### src/fbas_pkg.sv
package fbas_pkg;

	// Register bus geometry
	localparam int          AXI_AW     = 8;
	localparam logic [1:0]  AXI_OKAY   = 2'h0;
	localparam logic [1:0]  AXI_SLVERR = 2'h2;

	// Register byte offsets
	localparam logic [7:0]  REG_STATUS = 8'h00;
	localparam logic [7:0]  REG_MASK   = 8'h04;
	localparam logic [7:0]  REG_CODE   = 8'h08;
	localparam logic [7:0]  REG_CTRL   = 8'h0C;
	localparam logic [7:0]  REG_THRESH = 8'h10;
	localparam logic [7:0]  REG_PDWDT  = 8'h14;
	localparam logic [7:0]  REG_SYWDT  = 8'h18;

	// Field positions
	localparam int          CTRL_ACK_BIT = 0;
	localparam int          CODE_ERR_BIT = 16;

	// Event bits of the status and mask registers
	localparam int          EV_N       = 14;
	localparam int          EV_ILLEGAL = 0;
	localparam int          EV_UNKNOWN = 1;
	localparam int          EV_BOOT    = 2;
	localparam int          EV_SII_A   = 3;
	localparam int          EV_MBX     = 4;
	localparam int          EV_COMM    = 5;
	localparam int          EV_SYNC    = 6;
	localparam int          EV_PDWDT   = 7;
	localparam int          EV_RXPDO   = 8;
	localparam int          EV_TXPDO   = 9;
	localparam int          EV_WDTCFG  = 10;
	localparam int          EV_SII_B   = 11;
	localparam int          EV_NODE    = 12;
	localparam int          EV_CYCLE   = 13;

	// Status code reported for each event bit, indexed as above
	localparam logic [15:0] EV_CODE [EV_N] = '{
		16'h0011, 16'h0012, 16'h0013, 16'h0014, 16'h0016, 16'h001A, 16'h001A,
		16'h001B, 16'h001D, 16'h001E, 16'h001F, 16'h0020, 16'h0021, 16'h0035};

	// Link state encodings
	localparam logic [3:0]  ALS_INIT   = 4'h1;
	localparam logic [3:0]  ALS_PREOP  = 4'h2;
	localparam logic [3:0]  ALS_BOOT   = 4'h3;
	localparam logic [3:0]  ALS_SAFEOP = 4'h4;
	localparam logic [3:0]  ALS_OP     = 4'h8;

	// Supported synchronous cycle period, microseconds
	localparam logic [15:0] CYC_MIN_US = 16'h00FA;
	localparam logic [15:0] CYC_MAX_US = 16'h2710;

	// Timing
	localparam int          CLK_NS        = 50;
	localparam int          PD_WDT_US     = 100;
	localparam int          SY_WDT_US     = 200;
	localparam int          PD_WDT_CYC    = (PD_WDT_US * 1000) / CLK_NS;
	localparam int          SY_WDT_CYC    = (SY_WDT_US * 1000) / CLK_NS;
	localparam logic [7:0]  THRESH_RST    = 8'h02;
	localparam logic [8:0]  ERRCNT_MAX    = 9'h1FF;
	localparam logic [15:0] WD_STEP       = 16'h0001;
	localparam logic [8:0]  EC_STEP       = 9'h001;

	typedef enum logic [1:0] {WD_IDLE, WD_ARMED, WD_TRIP} fbas_wd_e;

	// Link-side inputs
	typedef struct packed {
		logic        st_req_valid;
		logic [3:0]  st_req;
		logic [3:0]  st_cur;
		logic        sii_valid;
		logic        sii_match;
		logic        sii_late;
		logic        mbx_valid;
		logic        mbx_ok;
		logic        rxpdo_valid;
		logic        rxpdo_ok;
		logic        txpdo_valid;
		logic        txpdo_ok;
		logic        wdtcfg_valid;
		logic        wdtcfg_ok;
		logic        cyc_valid;
		logic [15:0] cyc_period;
		logic        rx_err;
		logic        rx_ok;
		logic        sync0;
		logic        pd_frame;
		logic        pd_active;
		logic        link_up;
		logic [7:0]  node_addr;
		logic        al_ack;
	} fbas_link_s;

	// Status code toward the master
	typedef struct packed {
		logic        err;
		logic [15:0] code;
	} fbas_al_s;

	typedef struct packed {
		fbas_wd_e    st;
		logic [15:0] cnt;
		logic        expire;
	} fbas_wd_s;

	typedef struct packed {
		logic [8:0]  cnt;
		logic        over;
	} fbas_ec_s;

	typedef struct packed {
		logic              awready;
		logic              wready;
		logic              bvalid;
		logic [1:0]        bresp;
		logic              arready;
		logic              rvalid;
		logic [1:0]        rresp;
		logic [31:0]       rdata;
		logic              aw_got;
		logic              w_got;
		logic [AXI_AW-1:0] awaddr;
		logic [31:0]       wdata;
		logic [3:0]        wstrb;
		logic [EV_N-1:0]   status;
		logic [EV_N-1:0]   mask;
		fbas_al_s          al;
		logic [7:0]        thresh;
		logic [15:0]       pd_to;
		logic [15:0]       sy_to;
		logic [7:0]        node_lat;
		logic              node_ok;
		logic              irq;
	} fbas_top_s;

endpackage : fbas_pkg

### src/fbas_wdog.sv
`timescale 1ns/1ps
module fbas_wdog import fbas_pkg::*; (
	input  wire logic        aclk,    // Clock
	input  wire logic        aresetn, // Synchronous reset, active low
	input  wire logic        en,      // Supervision active
	input  wire logic        kick,    // Expected event seen
	input  wire logic [15:0] limit,   // Timeout in clock cycles, zero keeps an idle watchdog from arming but trips an armed one at once
	output logic             expire   // One-cycle pulse on timeout
);

	fbas_wd_s q;
	fbas_wd_s n;

	always_comb begin
		n = q;
		n.expire = 1'b0;
		case (q.st)
			WD_IDLE: begin
				if (en && limit != '0) begin
					n.st = WD_ARMED;
					n.cnt = '0;
				end
			end
			WD_ARMED: begin
				if (kick) begin
					n.cnt = '0;
				end else if (q.cnt + WD_STEP >= limit) begin
					n.st = WD_TRIP;
					n.expire = 1'b1;
				end else begin
					n.cnt = q.cnt + WD_STEP;
				end
			end
			WD_TRIP: begin
				if (kick) begin
					n.st = WD_ARMED;
					n.cnt = '0;
				end
			end
			default: n.st = WD_IDLE;
		endcase
		if (!en) begin
			n.st = WD_IDLE;
			n.expire = 1'b0;
		end
	end

	always_ff @(posedge aclk) begin
		if (!aresetn) begin
			q <= '0;
		end else begin
			q <= n;
		end
	end

	assign expire = q.expire;
endmodule : fbas_wdog

### src/fbas_errcnt.sv
`timescale 1ns/1ps
module fbas_errcnt import fbas_pkg::*; (
	input  wire logic       aclk,    // Clock
	input  wire logic       aresetn, // Synchronous reset, active low
	input  wire logic       rx_err,  // Frame received with error
	input  wire logic       rx_ok,   // Frame received intact
	input  wire logic [7:0] thresh,  // Allowed consecutive errors
	output logic            over     // One-cycle pulse when count passes thresh
);

	fbas_ec_s q;
	fbas_ec_s n;

	always_comb begin
		n = q;
		n.over = 1'b0;
		if (rx_ok) begin
			n.cnt = '0;
		end else if (rx_err && q.cnt != ERRCNT_MAX) begin
			n.cnt = q.cnt + EC_STEP;
			n.over = (n.cnt == {1'b0, thresh} + EC_STEP); // RL8
		end
	end

	always_ff @(posedge aclk) begin
		if (!aresetn) begin
			q <= '0;
		end else begin
			q <= n;
		end
	end

	assign over = q.over;
endmodule : fbas_errcnt

### src/fbas_top.sv
// The address map and register access over AXI4-Lite were left to the implementer.
`timescale 1ns/1ps
// Operation
// (RL1) Disallowed transition request reports 0011 hex
// (RL2) Unknown target state reports 0012 hex
// (RL3) Refuse bootstrap request, report 0013 hex
// (RL4) Master never requests bootstrap state
// (RL5) Master sends only valid known requests
// (RL6) Identity mismatch reports 0014 or 0020 hex
// (RL7) Bad mailbox channel setting reports 0016 hex
// (RL8) Consecutive receive errors over threshold: 001A
// (RL9) Sync0 lost during process data: 001A
// (RL10) Process data watchdog expiry reports 001B
// (RL11) Bad receive sync manager setting: 001D
// (RL12) Bad transmit sync manager setting: 001E
// (RL13) Bad watchdog setting reports 001F hex
// (RL14) Node address changed without power cycle: 0021
// (RL15) Every fault shown as its status code; of faults arriving in one cycle only the lowest event bit's code is shown
// (RL16) Unsupported cycle period reports 0035 hex
// (RL17) Hold code and flag until acknowledged
module fbas_top import fbas_pkg::*; #(
	parameter int SY_WDT_CYCLES = SY_WDT_CYC    // Sync0 loss timeout, cycles
) (
	input  wire logic              aclk,          // Clock, 20 MHz
	input  wire logic              aresetn,       // Synchronous reset, active low
	input  wire fbas_link_s        link,          // Link-side events and settings
	output fbas_al_s               al,            // Status code and error flag
	output logic                   irq,           // Level interrupt
	input  wire logic [AXI_AW-1:0] s_axi_awaddr,  // Write address
	input  wire logic              s_axi_awvalid, // Write address valid
	output logic                   s_axi_awready, // Write address ready
	input  wire logic [31:0]       s_axi_wdata,   // Write data
	input  wire logic [3:0]        s_axi_wstrb,   // Write byte enables
	input  wire logic              s_axi_wvalid,  // Write data valid
	output logic                   s_axi_wready,  // Write data ready
	output logic [1:0]             s_axi_bresp,   // Write response
	output logic                   s_axi_bvalid,  // Write response valid
	input  wire logic              s_axi_bready,  // Write response ready
	input  wire logic [AXI_AW-1:0] s_axi_araddr,  // Read address
	input  wire logic              s_axi_arvalid, // Read address valid
	output logic                   s_axi_arready, // Read address ready
	output logic [31:0]            s_axi_rdata,   // Read data
	output logic [1:0]             s_axi_rresp,   // Read response
	output logic                   s_axi_rvalid,  // Read data valid
	input  wire logic              s_axi_rready   // Read data ready
);

	fbas_top_s       q;
	fbas_top_s       n;
	logic [EV_N-1:0] ev;
	logic [EV_N-1:0] w1c;
	logic            clr;
	logic            cnt_over;
	logic            sync_exp;
	logic            pd_exp;

	function automatic logic st_known(input logic [3:0] s);
		return s == ALS_INIT || s == ALS_PREOP || s == ALS_BOOT ||
			s == ALS_SAFEOP || s == ALS_OP;
	endfunction : st_known

	// Stepping down or staying is allowed except from bootstrap or an unknown state, stepping up only one level
	function automatic logic st_allowed(input logic [3:0] cur, input logic [3:0] req);
		if (!st_known(cur) || cur == ALS_BOOT) begin
			return 1'b0;
		end
		return req <= cur ||
			(cur == ALS_INIT && req == ALS_PREOP) ||
			(cur == ALS_PREOP && req == ALS_SAFEOP) ||
			(cur == ALS_SAFEOP && req == ALS_OP);
	endfunction : st_allowed

	// Lowest event bit wins when several fire together
	function automatic logic [3:0] ev_first(input logic [EV_N-1:0] e);
		logic [3:0] idx;
		idx = '0;
		for (int i = EV_N - 1; i >= 0; i--) begin
			if (e[i]) begin
				idx = 4'(i);
			end
		end
		return idx;
	endfunction : ev_first

	function automatic logic [31:0] wmerge(input logic [31:0] old,
		input logic [31:0] data, input logic [3:0] strb);
		logic [31:0] r;
		r = old;
		for (int b = 0; b < 4; b++) begin
			if (strb[b]) begin
				r[b*8 +: 8] = data[b*8 +: 8];
			end
		end
		return r;
	endfunction : wmerge

	function automatic logic cyc_bad(input logic [15:0] p);
		return p < CYC_MIN_US || p > CYC_MAX_US;
	endfunction : cyc_bad

	fbas_errcnt u_errcnt (
		.aclk    (aclk),
		.aresetn (aresetn),
		.rx_err  (link.rx_err),
		.rx_ok   (link.rx_ok),
		.thresh  (q.thresh),
		.over    (cnt_over)
	);

	fbas_wdog u_sync_wdog (
		.aclk    (aclk),
		.aresetn (aresetn),
		.en      (link.pd_active),
		.kick    (link.sync0),
		.limit   (q.sy_to),
		.expire  (sync_exp)
	);

	fbas_wdog u_pd_wdog (
		.aclk    (aclk),
		.aresetn (aresetn),
		.en      (link.pd_active),
		.kick    (link.pd_frame),
		.limit   (q.pd_to),
		.expire  (pd_exp)
	);

	always_comb begin
		logic [31:0] wv;
		wv = '0;
		n = q;
		ev = '0;
		w1c = '0;
		clr = 1'b0;

		// Write channel: address and data taken in either order
		if (s_axi_bvalid && s_axi_bready) begin
			n.bvalid = 1'b0;
		end
		if (s_axi_awvalid && q.awready) begin
			n.aw_got = 1'b1;
			n.awaddr = s_axi_awaddr;
		end
		if (s_axi_wvalid && q.wready) begin
			n.w_got = 1'b1;
			n.wdata = s_axi_wdata;
			n.wstrb = s_axi_wstrb;
		end
		if (q.aw_got && q.w_got && !q.bvalid) begin
			n.aw_got = 1'b0;
			n.w_got = 1'b0;
			n.bvalid = 1'b1;
			n.bresp = AXI_OKAY;
			case (q.awaddr)
				REG_STATUS: begin
					wv = wmerge('0, q.wdata, q.wstrb);
					w1c = wv[EV_N-1:0];
				end
				REG_MASK: begin
					wv = wmerge(32'(q.mask), q.wdata, q.wstrb);
					n.mask = wv[EV_N-1:0];
				end
				REG_CTRL: begin
					wv = wmerge('0, q.wdata, q.wstrb);
					clr = wv[CTRL_ACK_BIT];
				end
				REG_THRESH: begin
					wv = wmerge(32'(q.thresh), q.wdata, q.wstrb);
					n.thresh = wv[7:0];
				end
				REG_PDWDT: begin
					wv = wmerge(32'(q.pd_to), q.wdata, q.wstrb);
					n.pd_to = wv[15:0];
				end
				REG_SYWDT: begin
					wv = wmerge(32'(q.sy_to), q.wdata, q.wstrb);
					n.sy_to = wv[15:0];
				end
				REG_CODE: n.bresp = AXI_OKAY;
				default: n.bresp = AXI_SLVERR;
			endcase
		end

		// Read channel
		if (s_axi_rvalid && s_axi_rready) begin
			n.rvalid = 1'b0;
		end
		if (s_axi_arvalid && q.arready) begin
			n.rvalid = 1'b1;
			n.rresp = AXI_OKAY;
			case (s_axi_araddr)
				REG_STATUS: n.rdata = 32'(q.status);
				REG_MASK:   n.rdata = 32'(q.mask);
				REG_CODE:   n.rdata = 32'(q.al);
				REG_CTRL:   n.rdata = '0;
				REG_THRESH: n.rdata = 32'(q.thresh);
				REG_PDWDT:  n.rdata = 32'(q.pd_to);
				REG_SYWDT:  n.rdata = 32'(q.sy_to);
				default: begin
					n.rdata = '0;
					n.rresp = AXI_SLVERR;
				end
			endcase
		end

		// State transition requests, bootstrap checked first
		if (link.st_req_valid) begin
			if (link.st_req == ALS_BOOT) begin
				ev[EV_BOOT] = 1'b1; // RL3
			end else if (!st_known(link.st_req)) begin
				ev[EV_UNKNOWN] = 1'b1; // RL2
			end else if (!st_allowed(link.st_cur, link.st_req)) begin
				ev[EV_ILLEGAL] = 1'b1; // RL1
			end
		end

		ev[EV_SII_A] = link.sii_valid && !link.sii_match && !link.sii_late; // RL6
		ev[EV_SII_B] = link.sii_valid && !link.sii_match && link.sii_late; // RL6
		ev[EV_MBX] = link.mbx_valid && !link.mbx_ok; // RL7
		ev[EV_COMM] = cnt_over; // RL8
		ev[EV_SYNC] = sync_exp; // RL9
		ev[EV_PDWDT] = pd_exp; // RL10
		ev[EV_RXPDO] = link.rxpdo_valid && !link.rxpdo_ok; // RL11
		ev[EV_TXPDO] = link.txpdo_valid && !link.txpdo_ok; // RL12
		ev[EV_WDTCFG] = link.wdtcfg_valid && !link.wdtcfg_ok; // RL13
		ev[EV_CYCLE] = link.cyc_valid && cyc_bad(link.cyc_period); // RL16

		// Node address caught once after reset release
		if (!q.node_ok) begin
			n.node_lat = link.node_addr; // RL14
			n.node_ok = 1'b1;
		end
		ev[EV_NODE] = link.link_up && q.node_ok && link.node_addr != q.node_lat; // RL14

		// A new fault wins over an acknowledge in the same cycle
		clr = clr | link.al_ack;
		if (|ev) begin
			n.al.code = EV_CODE[ev_first(ev)]; // RL15
			n.al.err = 1'b1; // RL17
		end else if (clr) begin
			n.al = '0; // RL17
		end
		n.status = (q.status & ~w1c) | ev;
		n.irq = |(n.status & n.mask);

		n.awready = !n.aw_got && !n.bvalid;
		n.wready = !n.w_got && !n.bvalid;
		n.arready = !n.rvalid;
	end

	always_ff @(posedge aclk) begin
		if (!aresetn) begin
			q <= '0;
			q.thresh <= THRESH_RST;
			q.pd_to <= 16'(PD_WDT_CYC);
			q.sy_to <= 16'(SY_WDT_CYCLES);
		end else begin
			q <= n;
		end
	end

	assign al = q.al;
	assign irq = q.irq;
	assign s_axi_awready = q.awready;
	assign s_axi_wready = q.wready;
	assign s_axi_bvalid = q.bvalid;
	assign s_axi_bresp = q.bresp;
	assign s_axi_arready = q.arready;
	assign s_axi_rvalid = q.rvalid;
	assign s_axi_rresp = q.rresp;
	assign s_axi_rdata = q.rdata;
endmodule : fbas_top

### config.mk
export PLATFORM = sky130hd
export DESIGN_NAME = fbas_top
export DESIGN_NICKNAME = d
export VERILOG_FILES = /design/src/fbas_pkg.sv /design/src/fbas_wdog.sv /design/src/fbas_errcnt.sv /design/src/fbas_top.sv
export SDC_FILE = /design/constraint.sdc
export NUM_CORES = 1
export LEC_CHECK = 0
export CORE_ASPECT_RATIO = 0.75
export CORE_MARGIN = 2
export CORE_UTILIZATION = 50
export DETAILED_ROUTE_END_ITERATION = 10
export DONT_BUFFER_PORTS = 1
export HOLD_SLACK_MARGIN = 0.02
export PLACE_DENSITY = 0.73
export SLEW_MARGIN = 20
export SYNTH_ARGS = -nofsm -noshare
export SYNTH_HDL_FRONTEND = slang
export SYNTH_SLANG_ARGS = --single-unit
### constraint.sdc
create_clock -name aclk -period 8.89 [get_ports aclk]
set_input_delay 0.889 -clock aclk [delete_from_list [all_inputs] [get_ports aclk]]
set_output_delay 0.889 -clock aclk [all_outputs]
set_load 0.03 [all_outputs]
After elaboration in Yosys (flattened, before gate mapping)
Memory sizes are Yosys's and may differ from the RTL's.
Index checks and enable logic that the tools add are counted.

cells by class
  div/mod/pow operators = 0
  shifts and indexed selects = 0
  equality and inequality tests = 39
  order comparisons = 6
  muxes and demuxes = 72
  bitwise operators = 11
  reductions and logical operators = 77
  $mul = 0
  $add $sub $neg = 4

operator list
  kind                                                             count
  one-hot mux 17 bit (6 select lines)                              1
  two-way mux 16 bit                                               6
  one-hot mux 16 bit (3 select lines)                              2
  two-way mux 18 bit                                               4
  two-way mux 4 bit                                                15
  two-way mux 14 bit                                               4
  equality test 8 x 5 -> 1 bit, second input constant              6
  two-way mux 35 bit                                               1
  two-way mux 17 bit                                               2
  adder 16 x 1 -> 16 bit, second input constant                    2
  equality test 8 x 4 -> 1 bit, second input constant              4
  greater-or-equal comparator 16 bit                               2
  nonzero test 16 bit                                              2
  bitwise AND 14 bit                                               2
  OR reduction 14 bit                                              2
  logical AND 1 bit                                                25
  two-way mux 1 bit                                                21
  equality test 4 x 2 -> 1 bit, second input constant              4
  equality test 8 x 3 -> 1 bit, second input constant              2
  greater-than comparator 16 x 14 -> 1 bit, second input constant  1
  logical NOT 8 bit                                                2
  less-than comparator 16 x 8 -> 1 bit, second input constant      1
  two-way mux 2 bit                                                8
  two-way mux 8 bit                                                2
  35 further kinds                                                 88

storage, ports and cells
  bits in writable memories = 0
  word-level logic and storage cells = 243
  memory bits (read-only) = 256
  bits of input ports = 111
  bits in latches = 0
  output and inout bits = 59
  memories kept = 1
  bits in registers = 212

memory list
  name             words  bits a word  rd ports  clocked after memory_dff  wr ports  RTL line         text
  (no name shown)  16     16           1         0                         0         fbas_top.sv:238  n.al.code = EV_CODE[ev_first(ev)];

Depth between registers and ports, before layout
Gate-level depths: netlist of run 1.

  word-level depth = 28
  mapped depth = 16
  mapped depth without buffers = 14

Cells and area by module
From an unflattened synthesis of run 1, not the netlist that was laid out.

second synthesis, totals
  cells, all modules = 1250
  area total of the unflattened synthesis = 10537.6 sq um

modules (own cells, without submodules)
  module       cells each  times used  area each (sq um)
  fbas_top     778         1           6616.3
  fbas_wdog    190         2           1580.3
  fbas_errcnt  92          1           760.7

Worst setup path after synthesis of run 1
No wires, ideal clock.

  path type = reg2reg
  start = register u_pd_wdog.q[5] (netlist bit)
  end = register u_pd_wdog.q[13] (netlist bit)
  setup slack = 5269 ps
  setup time = 116 ps
  cell stages (with the launch flop) = 16
  required time = 8774 ps
  data arrival time = 3505 ps
  cell sequence = dfxtp_1 -> nand3_1 -> or4_1 -> clkbuf_1 -> nor2_1 -> and3_1 -> xor2_1 -> ha_1 -> a21o_1 -> a21o_1 -> a21oi_1 -> o21ai_0 -> a2111oi_2 -> buf_2 -> o21ai_0 -> a31o_2

between the ends
  word-level cells in the longest chain between the ends = 4
  elaborated cells on any way between the ends = 7
  those cells by class = 1 x add/sub; 1 x order compare; 1 x eq/ne; 3 x mux; 1 x reduce/logical

RTL lines
  what                                                                                  RTL line                          text
  start, declared                                                                       fbas_wdog.sv:11                   fbas_wd_s q;
  start signal, assigned                                                                fbas_wdog.sv:52                   q <= n;
  adder 16 x 1 -> 16 bit *                                                              fbas_wdog.sv:27, fbas_wdog.sv:31
  greater-or-equal comparator 16 bit or two-way mux 16 bit (tied branches)              fbas_wdog.sv:27                   end else if (q.cnt + WD_STEP >= limit) begin
  != test 3 bit (no line) or two-way mux 16 bit (tied branches)                         n/a
  AND reduction 4 bit (no line) or one-hot mux 16 bit (3 select lines) (tied branches)  n/a

Every way passes the cells marked *; elsewhere a longest branch is shown, timed or not. The select of a mux whose other input is x is not followed.
A chain may end at the register's enable or synchronous reset.

Final worst setup path of run 1
  start = register u_pd_wdog.q[1] (netlist bit)
  end = register u_pd_wdog.q[15] (netlist bit)

The elaborated chain is that of the path after synthesis.

==> flow_summary.json, run 1 <==
{
  "grt_pass1_vias": 7850,
  "reg2regPathDepth": 15,
  "rows": 45,
  "fin_cells": 1458,
  "routabilityCongestion": 0.914,
  "tns_ps": 0,
  "cts_resized": 0,
  "drt-initial-drc-count": 1010,
  "grt_usage_pct": 24.5,
  "avgSynthCellArea_sq_um": 8.29,
  "crit_required_ps": 9240,
  "clock-sinks": 185,
  "critical_path_class": "flip-flop to flip-flop",
  "min_path_cells": 2,
  "leakage_nw": 4.14,
  "min_from": "q[132]",
  "min_period_ps": 4070,
  "layout-drive-gt1-share_pct": 5.50,
  "yosysWarnings": 0,
  "wl_per_cell_microns": 18.3,
  "die_x_microns": 170,
  "startpoint_type": "flip-flop",
  "min_period_over_period_pct": 45.7,
  "slew_headroom_pct": 27.0,
  "min_to": "q[132]",
  "dp_slack_ps": 4860,
  "slowest_stage": "nor3_1",
  "maxCapViolCount": 0,
  "diodes": 0,
  "synth-async-reset-ratio_pct": 0,
  "antenna_found_initial": 0,
  "syn_area_sq_um": 10300,
  "whs_ps": 461,
  "worst_skew_pair.late_latency_ps": 450,
  "ys.flop_type": "dfxtp_1",
  "io_pins": 170,
  "worst_hold_path_type": "flip-flop to flip-flop",
  "dieArea_sq_um": 21900,
  "worst_slack_ps": 4820,
  "r2r_start": "u_pd_wdog.q[1]",
  "stdcell_area_sq_um": 10700,
  "clk_path_buf_depth": 2,
  "cp-end-kind": "flip-flop",
  "place_area_sq_um": 10200,
  "synthDistinctLibCells": 79,
  "grt_max_degree": 103,
  "hold_violations": 0,
  "postRouteAntennaNets": 0,
  "rsz0062_at_grt": "no",
  "dp_cells": 1426,
  "setup_viol": 0,
  "r2r_setup_slack_ps": 4820,
  "worst_slew_pin_slew_ps": 1100,
  "synthToLayoutAreaGrowth_pct": 3.67,
  "avgViaCountPerCell": 6.03,
  "wl_microns": 26700,
  "synthCells": 1247,
  "finalPower_mw": 1.74,
  "initial_utilization_pct": 51.0,
  "grt_pass1_wl_microns": 42400,
  "core_area_sq_um": 20300,
  "drt_drc_violations_left": 0,
  "h-tree-depth": 4,
  "numCtsBuffers": 17,
  "cp_cell_sequence": "ha_1 > nand3_1 > nor3_1 > and3_1 > and3_1 > nand3_1 > xnor2_1 > ha_1 > a21o_1 > a21oi_1 > o21ai_0 > a2111oi_2 > buf_4 > and4b_1 > a41o_1",
  "outcome": "completed",
  "grt-ovfl-total": 0,
  "crit_fanout": 15,
  "powerDensity_nw_per_um2": 163,
  "nFillCells": 1881,
  "cts_setup_buffers": 0,
  "dpl.hpwl_microns": 19600,
  "crit_arrival_ps": 4410,
  "hold_buffers": 0,
  "skew_ps": 8.34,
  "utilization_pct": 52.9,
  "finalMaxSlewViolations": 0,
  "synth_edf_count": 0,
  "dr.pass1.iters": 7,
  "die_height_microns": 129,
  "clk_pin_slew_ps": 80,
  "ys_seq_elements": 185,
  "cts_tree": "built",
  "vias": 8785,
  "r2r_end": "u_pd_wdog.q[15]",
  "portBuffers": 0,
  "root_buffer": "clkbuf_16",
  "nets": 1343,
  "ir_worst_vdd_v": 0.000126,
  "seq_area_frac_synth_pct": 35.8,
  "max_stage_delay_ps": 450,
  "fmax_ghz": 0.246
}
-- power breakdown --
group          leakage, nW  internal [mW]  switching (mW)
Clock                0.277          0.369           0.361
Sequential            1.50          0.848          0.0396
Combinational         2.37         0.0425          0.0832
Total                 4.14           1.26           0.484
-- metal layers --
layer	global-route usage (%)	vias up	wire length (microns)
li1	-	4248	-
met1	36.9	4140	12900
met2	33.5	364	10500
met3	8.15	33	2900
met4	5.73	0	342
met5	0	-	0
-- worst max-delay path: cells and delay by family (launching register included) --
family | cells | cell delay [ps]
xor gates and xnor gates | 1 | 230
DFF | 1 | 430
and+or+nand+nor | 6 | 1450
AOI/OAI and AO/OA | 5 | 1040
adders and majority gates | 2 | 560
buffers and inverters | 1 | 250
-- state kept, by name (all words and copies together) (netlist names) --
register,cells
s_axi_wready,1
s_axi_rresp,1
u_errcnt.q,9
s_axi_bvalid,1
s_axi_rvalid,1
s_axi_awready,1
u_sync_wdog.q,18
al,7
u_pd_wdog.q,18
s_axi_arready,1
u_sync_wdog.expire,1
irq,1
s_axi_bresp,1
s_axi_rdata,17
q,105
u_pd_wdog.expire,1
u_errcnt.over,1
-- how the worst max path moves through the flow --
| stage | start | to | slack (ps) | cells past startpoint |
|---|---|---|---|---|
| final | u_pd_wdog.q[1] | u_pd_wdog.q[15] | 4820 | 15 |
| after global routing | u_pd_wdog.q[1] | u_pd_wdog.q[2] | 4460 | 15 |
| after CTS | u_pd_wdog.q[1] | u_pd_wdog.q[15] | 4830 | 15 |
| after detailed placement | u_pd_wdog.q[1] | u_pd_wdog.q[15] | 4860 | 15 |
| after global placement | u_pd_wdog.q[1] | u_pd_wdog.q[15] | 5010 | 15 |
| after floorplan | u_pd_wdog.q[5] | u_pd_wdog.q[13] | 5270 | 15 |
-- cell usage after synthesis, drive strengths merged, types with 4 or more instances --
| master | number | share of area, % |
|---|---|---|
| a22o | 7 | 0.59 |
| nand3 | 30 | 1.5 |
| nand2 | 150 | 5.4 |
| o211ai | 16 | 1.2 |
| or2 | 7 | 0.42 |
| a31oi | 14 | 0.85 |
| and4 | 6 | 0.56 |
| or4 | 4 | 0.33 |
| nor2b | 14 | 0.85 |
| nor3 | 28 | 1.5 |
| inv | 49 | 1.8 |
| xor2 | 27 | 2.3 |
| nor4 | 22 | 1.4 |
| nor4b | 6 | 0.65 |
| and2 | 11 | 0.67 |
| a22oi | 8 | 0.58 |
| clkbuf | 42 | 1.5 |
| a21o | 11 | 0.80 |
| a221oi | 5 | 0.42 |
| a31o | 10 | 0.85 |
| nand2b | 15 | 0.91 |
| o21a | 4 | 0.29 |
| and4b | 4 | 0.42 |
| nor3b | 4 | 0.29 |
| nand3b | 9 | 0.77 |
| ha | 45 | 5.4 |
| buf | 67 | 4.5 |
| and3 | 23 | 1.4 |
| dfxtp | 185 | 36 |
| xnor2 | 37 | 3.1 |
| o21ai | 41 | 2.0 |
| a211oi | 8 | 0.58 |
| nor2 | 118 | 4.3 |
| nand4 | 18 | 1.1 |
| or3 | 4 | 0.24 |
| a21oi | 84 | 4.1 |
| mux2i | 56 | 5.4 |
| a222oi | 10 | 0.97 |
-- placed cells by master, fill, tap and decap left out, types with 16 or more instances in the layout --
cell / synthesis / routed
nand3_1: 30 / 30
ha_1: 45 / 45
nand4_1: 18 / 18
dfxtp_1: 185 / 185
nor3_1: 27 / 27
xnor2_1: 37 / 37
a21oi_1: 83 / 83
xor2_1: 27 / 27
inv_1: 48 / 48
mux2i_1: 56 / 56
and3_1: 23 / 23
o21ai_0: 40 / 40
nor2_1: 118 / 118
o211ai_1: 16 / 16
clkbuf_16: 0 / 17
nor4_1: 21 / 21
nand2_1: 150 / 150
conb_1: 1 / 27
-- layout make-up --
cell class | instances | area [sq um] | area share [%]
sequential | 185 | 3700 | 34.5
tap | 258 | 323 | 3.01
timing repair buffer | 4 | 30.0 | 0.280
clock inverter | 15 | 130 | 1.21
inverter | 49 | 185 | 1.73
multi-input combinational | 930 | 5930 | 55.3
clock buffer | 17 | 425 | 3.97
-- kinds of logic (layout without fill, tap and decap cells) --
| family | Yosys count | in the layout | synth area share (%) |
|---|---|---|---|
| simple gates | 481 | 481 | 23.3 |
| compound gates | 255 | 255 | 16.5 |
| flops | 185 | 185 | 35.8 |
| buf+inv | 158 | 85 | 7.85 |
| xor+xnor | 64 | 64 | 5.42 |
| mux | 58 | 58 | 5.64 |
| fa+ha+maj | 45 | 45 | 5.44 |
| other cells | 1 | 27 | 0.0363 |
Power figures use the tool's default switching activity.
==> run 2, diff against run 1 <==
==> constraint.sdc (replaced) <==
create_clock -name aclk -period 3.84 [get_ports aclk]
set_input_delay 0.384 -clock aclk [delete_from_list [all_inputs] [get_ports aclk]]
set_output_delay 0.384 -clock aclk [all_outputs]
set_load 0.03 [all_outputs]
==> run 2 against run 1 <==
Sequential share of layout area is 0.49 points lower; via count increased by 0.77%; cell area grew 1.6%; flip-flop and latch count did not move; utilization is 0.83 points higher; power rose by 130%; non-clock buffer count is 14 higher; sequential power rose by 130%; global-route usage increased by 0.59 points; register-to-register slack lost 4600 ps; highest routed layer unchanged.
==> flow_summary.json, run 2 (same netlist as run 1, synthesis figures left out) <==
{
  "postRouteAntennaNets": 0,
  "drt_drc_violations_left": 0,
  "worst_hold_path_type": "primary input to flip-flop",
  "wl_microns": 27200,
  "synthToLayoutAreaGrowth_pct": 5.30,
  "largest-register": "q",
  "cp-end-kind": "flip-flop",
  "whs_ps": 43.3,
  "leakage_nw": 4.24,
  "fmax_ghz": 0.279,
  "grt_pass1_wl_microns": 43200,
  "grt_pass1_vias": 7957,
  "dp_cells": 1436,
  "grt_usage_pct": 25.1,
  "layout-drive-gt1-share_pct": 7.17,
  "portBuffers": 0,
  "crit_arrival_ps": 3920,
  "setup_viol": 0,
  "critical_path_class": "flip-flop to flip-flop",
  "layout_common_cells": "dfxtp_1, nand2_1, nor2_1",
  "numCtsBuffers": 17,
  "vias": 8853,
  "reg2regPathDepth": 13,
  "worst_skew_pair.late_latency_ps": 440,
  "fin_cells": 1472,
  "stdcell_area_sq_um": 10900,
  "dieArea_sq_um": 21900,
  "cts_setup_buffers": 0,
  "crit_fanout": 8,
  "tns_ps": 0,
  "die_x_microns": 170,
  "netSwitchingFraction_pct": 28.1,
  "wl_per_cell_microns": 18.5,
  "power_frac_comb_pct": 7.4,
  "pwr-share-clk_pct": 42.3,
  "place_area_sq_um": 10200,
  "diodes": 0,
  "skew_ps": 9.48,
  "nets": 1357,
  "routabilityCongestion": 0.928,
  "dpl.hpwl_microns": 20100,
  "powerDensity_nw_per_um2": 375,
  "p_int_mw": 2.93,
  "cts_tree": "built",
  "avgViaCountPerCell": 6.01,
  "initial_utilization_pct": 51.0,
  "largest_register_ffs": 105,
  "startpoint": "u_pd_wdog.q[2]",
  "rows": 45,
  "root_buffer": "clkbuf_16",
  "clock-sinks": 185,
  "grt-ovfl-total": 0,
  "crit_required_ps": 4180,
  "io_pins": 170,
  "r2r_setup_slack_ps": 260,
  "clk_path_buf_depth": 2,
  "drt-initial-drc-count": 859,
  "r2r_start": "u_pd_wdog.q[2]",
  "slowest_stage": "or4_1",
  "seq_power_share_pct": 50.3,
  "utilization_pct": 53.7,
  "dr.pass1.iters": 9,
  "startpoint_type": "flip-flop",
  "cp_cell_sequence": "ha_1 > nand3_1 > buf_4 > or2_2 > xnor2_1 > ha_1 > or4_1 > a21oi_1 > o21ai_1 > a2111oi_2 > buf_4 > and4b_1 > a41o_1",
  "min_period_ps": 3580,
  "min_period_over_period_pct": 93.2,
  "multi_input_comb_area_sq_um": 5950,
  "top_regs": "q: 105 flops, u_pd_wdog.q: 18 flops, u_sync_wdog.q: 18 flops",
  "die_height_microns": 129,
  "grt_max_degree": 76,
  "p_switching_mw": 1.15,
  "final_common_cell": "dfxtp_1",
  "clk_pin_slew_ps": 70,
  "maxCapViolCount": 0,
  "worst_slew_pin_slew_ps": 841,
  "ir_worst_vdd_v": 0.000299,
  "finalMaxSlewViolations": 0,
  "core_area_sq_um": 20300,
  "antenna_found_initial": 0,
  "slew_headroom_pct": 43.4,
  "h-tree-depth": 4,
  "outcome": "completed",
  "hold_violations": 0,
  "regArea_sq_um": 3710,
  "max_stage_delay_ps": 490,
  "r2r_end": "u_pd_wdog.q[15]",
  "nFillCells": 1849,
  "crit_path_end": "u_pd_wdog.q[15]"
}
run 2: changes by cell type in the layout (fill, tap and decap cells not counted), moves of 2 or more:
cell           previous run  this run
inv_6                     9         6
dfxtp_2                   0         4
nor3_1                   27        25
dlygate4sd3_1             0         3
clkinv_8                  0         3
dfxtp_1                 185       181
buf_4                     4        14
run 2: layout make-up:
cell class                 instances  share of cell area (%)
sequential                       185                    34.0
tap                              258                    2.96
multi-input combinational        930                    54.6
clock buffer                      17                    3.91
timing repair buffer              18                    1.29
inverter                          49                    1.70
clock inverter                    15                    1.45
run 2: worst min-delay path by stage:
stage	startpoint	slack (ps)	to	cells after the start
after floorplan	aresetn	410	q[1]	0
after global placement	aresetn	420	q[1]	0
after detailed placement	aresetn	420	q[1]	0
after CTS	aresetn	20	q[17]	1
after global routing	aresetn	30	q[15]	1
final	aresetn	40	q[17]	1
run 2: critical path, delay by kind of cell, from the launching register on:
kind	cells	cell delay, ps
adder cells (fa/ha/maj)	2	410
XOR/XNOR	1	170
buffers and inverters	2	410
flip-flops	1	390
AND/OR/NAND/NOR	4	1180
AO/OA/AOI/OAI	4	900
run 2: layer usage:
layer	track usage (%)	vias to the layer above	wire [microns]
met4	6.13	0	327
met5	0	-	0
met1	37.7	4123	12800
met2	34.8	415	10800
met3	7.63	31	3360
li1	-	4284	-
run 2: what timing repair did:
item / CTS / global route
endpoints found under the hold margin: 5 / 0
resized for setup: 0 / 14
hold buffers: 3 / 0
endpoints found under the setup margin: 0 / 28
run 2: power groups by stage:
stage / Clock [mW] / Combinational, mW / Sequential [mW]
6_report: 1.73 / 0.300 / 2.05
5_1_grt: 1.84 / 0.335 / 2.06
4_1_cts: 1.76 / 0.295 / 2.05
3_5_place_dp: 0 / 0.289 / 2.10
3_3_place_gp: 0 / 0.285 / 2.09
2_1_floorplan: 0 / 0.312 / 2.05
run 2: metrics by stage:
stage | total power, mW | setup WS [ps]
global placement | 2.38 | 177
global route | 4.23 | -3.58
CTS | 4.11 | 1.01
floorplan | 2.36 | 219
detailed placement | 2.39 | 106
finish | 4.08 | 260
==> run 3, diff against run 2 <==
--- a/config.mk
+++ b/config.mk
@@ -5,6 +5,7 @@
 export SDC_FILE = /design/constraint.sdc
 export NUM_CORES = 1
 export LEC_CHECK = 0
+export ABC_AREA = 1
 export CORE_ASPECT_RATIO = 0.75
 export CORE_MARGIN = 2
 export CORE_UTILIZATION = 50
==> run 3 against run 2 <==
First-iteration DRC count grew 2.8%; register-to-register slack improved by 120 ps; non-clock buffer count shrank 10; utilization is 0.099 points lower; worst hold slack improved by 32 ps; synthesized cell count is 17% higher; largest cell class unchanged; power grew 6.2%; critical endpoint is now u_pd_wdog.q[10]; clock-buffer cell count increased by 3; critical path depth up 6; flip-flop and latch count unchanged; sequential share of layout area about the same; maximum frequency increased by 3.3%.
==> flow_summary.json, run 3 <==
{
  "rows": 45,
  "crit_required_ps": 4120,
  "min_from": "aresetn",
  "drt-initial-drc-count": 883,
  "synth_top_area_share_pct": 35.7,
  "dr.pass1.iters": 6,
  "max_stage_delay_ps": 370,
  "wl_microns": 26600,
  "critical_path_class": "flip-flop to flip-flop",
  "regArea_sq_um": 3700,
  "synth_edf_count": 0,
  "worst_slew_pin_slew_ps": 1070,
  "postRouteAntennaNets": 0,
  "vias": 9199,
  "worst_skew_pair.late_latency_ps": 430,
  "grt_max_degree": 89,
  "min_path_cells": 1,
  "yosysWarnings": 0,
  "tns_ps": 0,
  "clk_pin_slew_ps": 70,
  "grt_pass1_vias": 8269,
  "die_x_microns": 170,
  "maxCapViolCount": 0,
  "finalMaxSlewViolations": 0,
  "core_area_sq_um": 20300,
  "powerDensity_nw_per_um2": 399,
  "r2r_start": "u_pd_wdog.q[1]",
  "min_period_over_period_pct": 90.2,
  "ys_seq_elements": 185,
  "cp-end-kind": "flip-flop",
  "min_to": "q[30]",
  "rsz0062_at_grt": "no",
  "netlist.top_cell.by_area": "dfxtp_1",
  "reg2regPathDepth": 19,
  "drt_drc_violations_left": 0,
  "crit_fanout": 30,
  "grt-ovfl-total": 0,
  "largest_register_ffs": 105,
  "crit_arrival_ps": 3750,
  "outcome": "completed",
  "dp_cells": 1650,
  "syn_area_sq_um": 10400,
  "skew_ps": 9.54,
  "clk_path_buf_depth": 2,
  "path_delay_family": "simple AND/OR/NAND/NOR gates",
  "io_pins": 170,
  "synthDistinctLibCells": 56,
  "nFillCells": 1913,
  "initial_utilization_pct": 51.1,
  "h-tree-depth": 4,
  "slowest_stage": "dfxtp_1",
  "setup_viol": 0,
  "layout_common_cells": "inv_1, nand2_1, dfxtp_1",
  "seq_power_share_pct": 48.3,
  "synthToLayoutAreaGrowth_pct": 4.86,
  "r2r_setup_slack_ps": 370,
  "fin_cells": 1683,
  "wl_per_cell_microns": 15.8,
  "min_period_ps": 3470,
  "grt_pass1_wl_microns": 42200,
  "synth_area_leaders": "dfxtp_1, inv_1, nand2_1",
  "synthCells": 1455,
  "netSwitchingFraction_pct": 27.4,
  "dpl.hpwl_microns": 20300,
  "dieArea_sq_um": 21900,
  "top_regs": "q: 105 flops, u_pd_wdog.q: 18 flops, u_sync_wdog.q: 18 flops",
  "fmax_ghz": 0.289,
  "numCtsBuffers": 17,
  "grt_usage_pct": 24.5,
  "seq_area_frac_synth_pct": 35.7,
  "clock-sinks": 185,
  "routabilityCongestion": 0.955,
  "yosysMostFrequentCell": "inv_1",
  "hold_violations": 0,
  "p_switching_mw": 1.19,
  "cp_cell_sequence": "inv_1 > nor3_4 > nand3_2 > nor3_2 > nand3_2 > nor3_2 > nand2_1 > nor4_2 > xor2_1 > inv_1 > ha_1 > a21oi_1 > o21ai_0 > o21bai_1 > nand2_1 > nand3_1 > buf_6 > o21ai_0 > nor2_1",
  "cts_tree": "built",
  "p_int_mw": 3.15,
  "worst_hold_path_type": "primary input to flip-flop",
  "portBuffers": 0,
  "nets": 1569,
  "slew_headroom_pct": 28.2,
  "largest-register": "q",
  "startpoint": "u_pd_wdog.q[1]",
  "avgViaCountPerCell": 5.47,
  "startpoint_type": "flip-flop",
  "layout-drive-gt1-share_pct": 6.32,
  "power_frac_comb_pct": 10.8,
  "leakage_nw": 4.67,
  "final_common_cell": "inv_1",
  "die_height_microns": 129,
  "pwr-share-clk_pct": 40.8,
  "critPathBufInv": 3,
  "ys.flop_type": "dfxtp_1",
  "synth_common_cells": "inv_1, nand2_1, dfxtp_1",
  "whs_ps": 75.6,
  "antenna_found_initial": 2,
  "root_buffer": "clkbuf_16",
  "r2r_end": "u_pd_wdog.q[10]",
  "synth-async-reset-ratio_pct": 0,
  "ir_worst_vdd_v": 0.000291,
  "avgSynthCellArea_sq_um": 7.13,
  "multi_input_comb_area_sq_um": 5310
}
-- run 3: cell types whose count changed after synthesis, sizes merged, moves of 15 or more --
cell	delta
o21ai	+89
inv	+183
o22ai	+16
xnor2	-29
nor2	+59
a21oi	+40
mux2i	-56
nand2b	-15
a211oi	+15
nand2	+74
and3	-23
-- run 3: metal layers --
metal | routed length (microns) | GRT usage (%) | vias to the layer above
met4 | 287 | 5.78 | 2
met2 | 10800 | 35.5 | 357
li1 | - | - | 4603
met3 | 3050 | 8.49 | 34
met1 | 12400 | 34.9 | 4203
met5 | 7 | 0 | -
-- run 3: final cells by class --
cell class	instances	area share, %
diodes	1	0.0230
clock buffers	20	4.29
clock inverters	10	1.10
inverters	234	8.08
multi-input cells	967	48.9
flip-flops and latches	185	34.1
well taps	258	2.97
repair buffers	8	0.610
-- run 3: kinds of logic (layout without fill, tap and decap cells) --
kind of cell / Yosys count / after routing / share of synthesized area [%]
and+or+nand+nor: 507 / 507 / 21.8
AOI/OAI and AO/OA: 342 / 342 / 19.0
buffers and inverters: 329 / 272 / 14.1
DFF: 185 / 185 / 35.7
xor gates and xnor gates: 46 / 46 / 3.89
adders and majority gates: 45 / 45 / 5.43
other: 1 / 28 / 0.0362
-- run 3: timing repair --
action | 4_1_cts | 5_1_grt
hold buffers | 1 | 0
hold endpoints to repair | 1 | 0
setup endpoints to repair | 0 | 15
gates resized for setup | 0 | 7
buffers inserted | 0 | 1
-- run 3: stage by stage --
step           utilization (%)  power (mW)  instance area [sq um]  setup WS, ps
2_1_floorplan                -        2.54                  10500           849
3_3_place_gp              50.6        2.58                  10200           465
3_5_place_dp              50.6        2.60                  10200           386
4_1_cts                   53.5        4.34                  10800           348
5_1_grt                   53.6        4.51                  10900          17.6
6_report                  53.6        4.34                  10900           375
-- run 3: worst max-delay path by stage --
stage	to	slack, ps	cells past startpoint
finish	u_pd_wdog.q[10]	370	19
global route	u_pd_wdog.q[6]	20	19
CTS	u_pd_wdog.q[10]	350	19
detailed placement	u_pd_wdog.q[10]	390	19
global placement	u_pd_wdog.q[11]	460	19
floorplan	u_pd_wdog.q[11]	850	19
-- run 3: power groups by stage --
stage	Clock, mW	Sequential (mW)	Combinational (mW)
6_report	1.77	2.10	0.470
5_1_grt	1.86	2.11	0.536
4_1_cts	1.79	2.09	0.466
3_5_place_dp	0	2.14	0.462
3_3_place_gp	0	2.13	0.449
2_1_floorplan	0	2.08	0.458
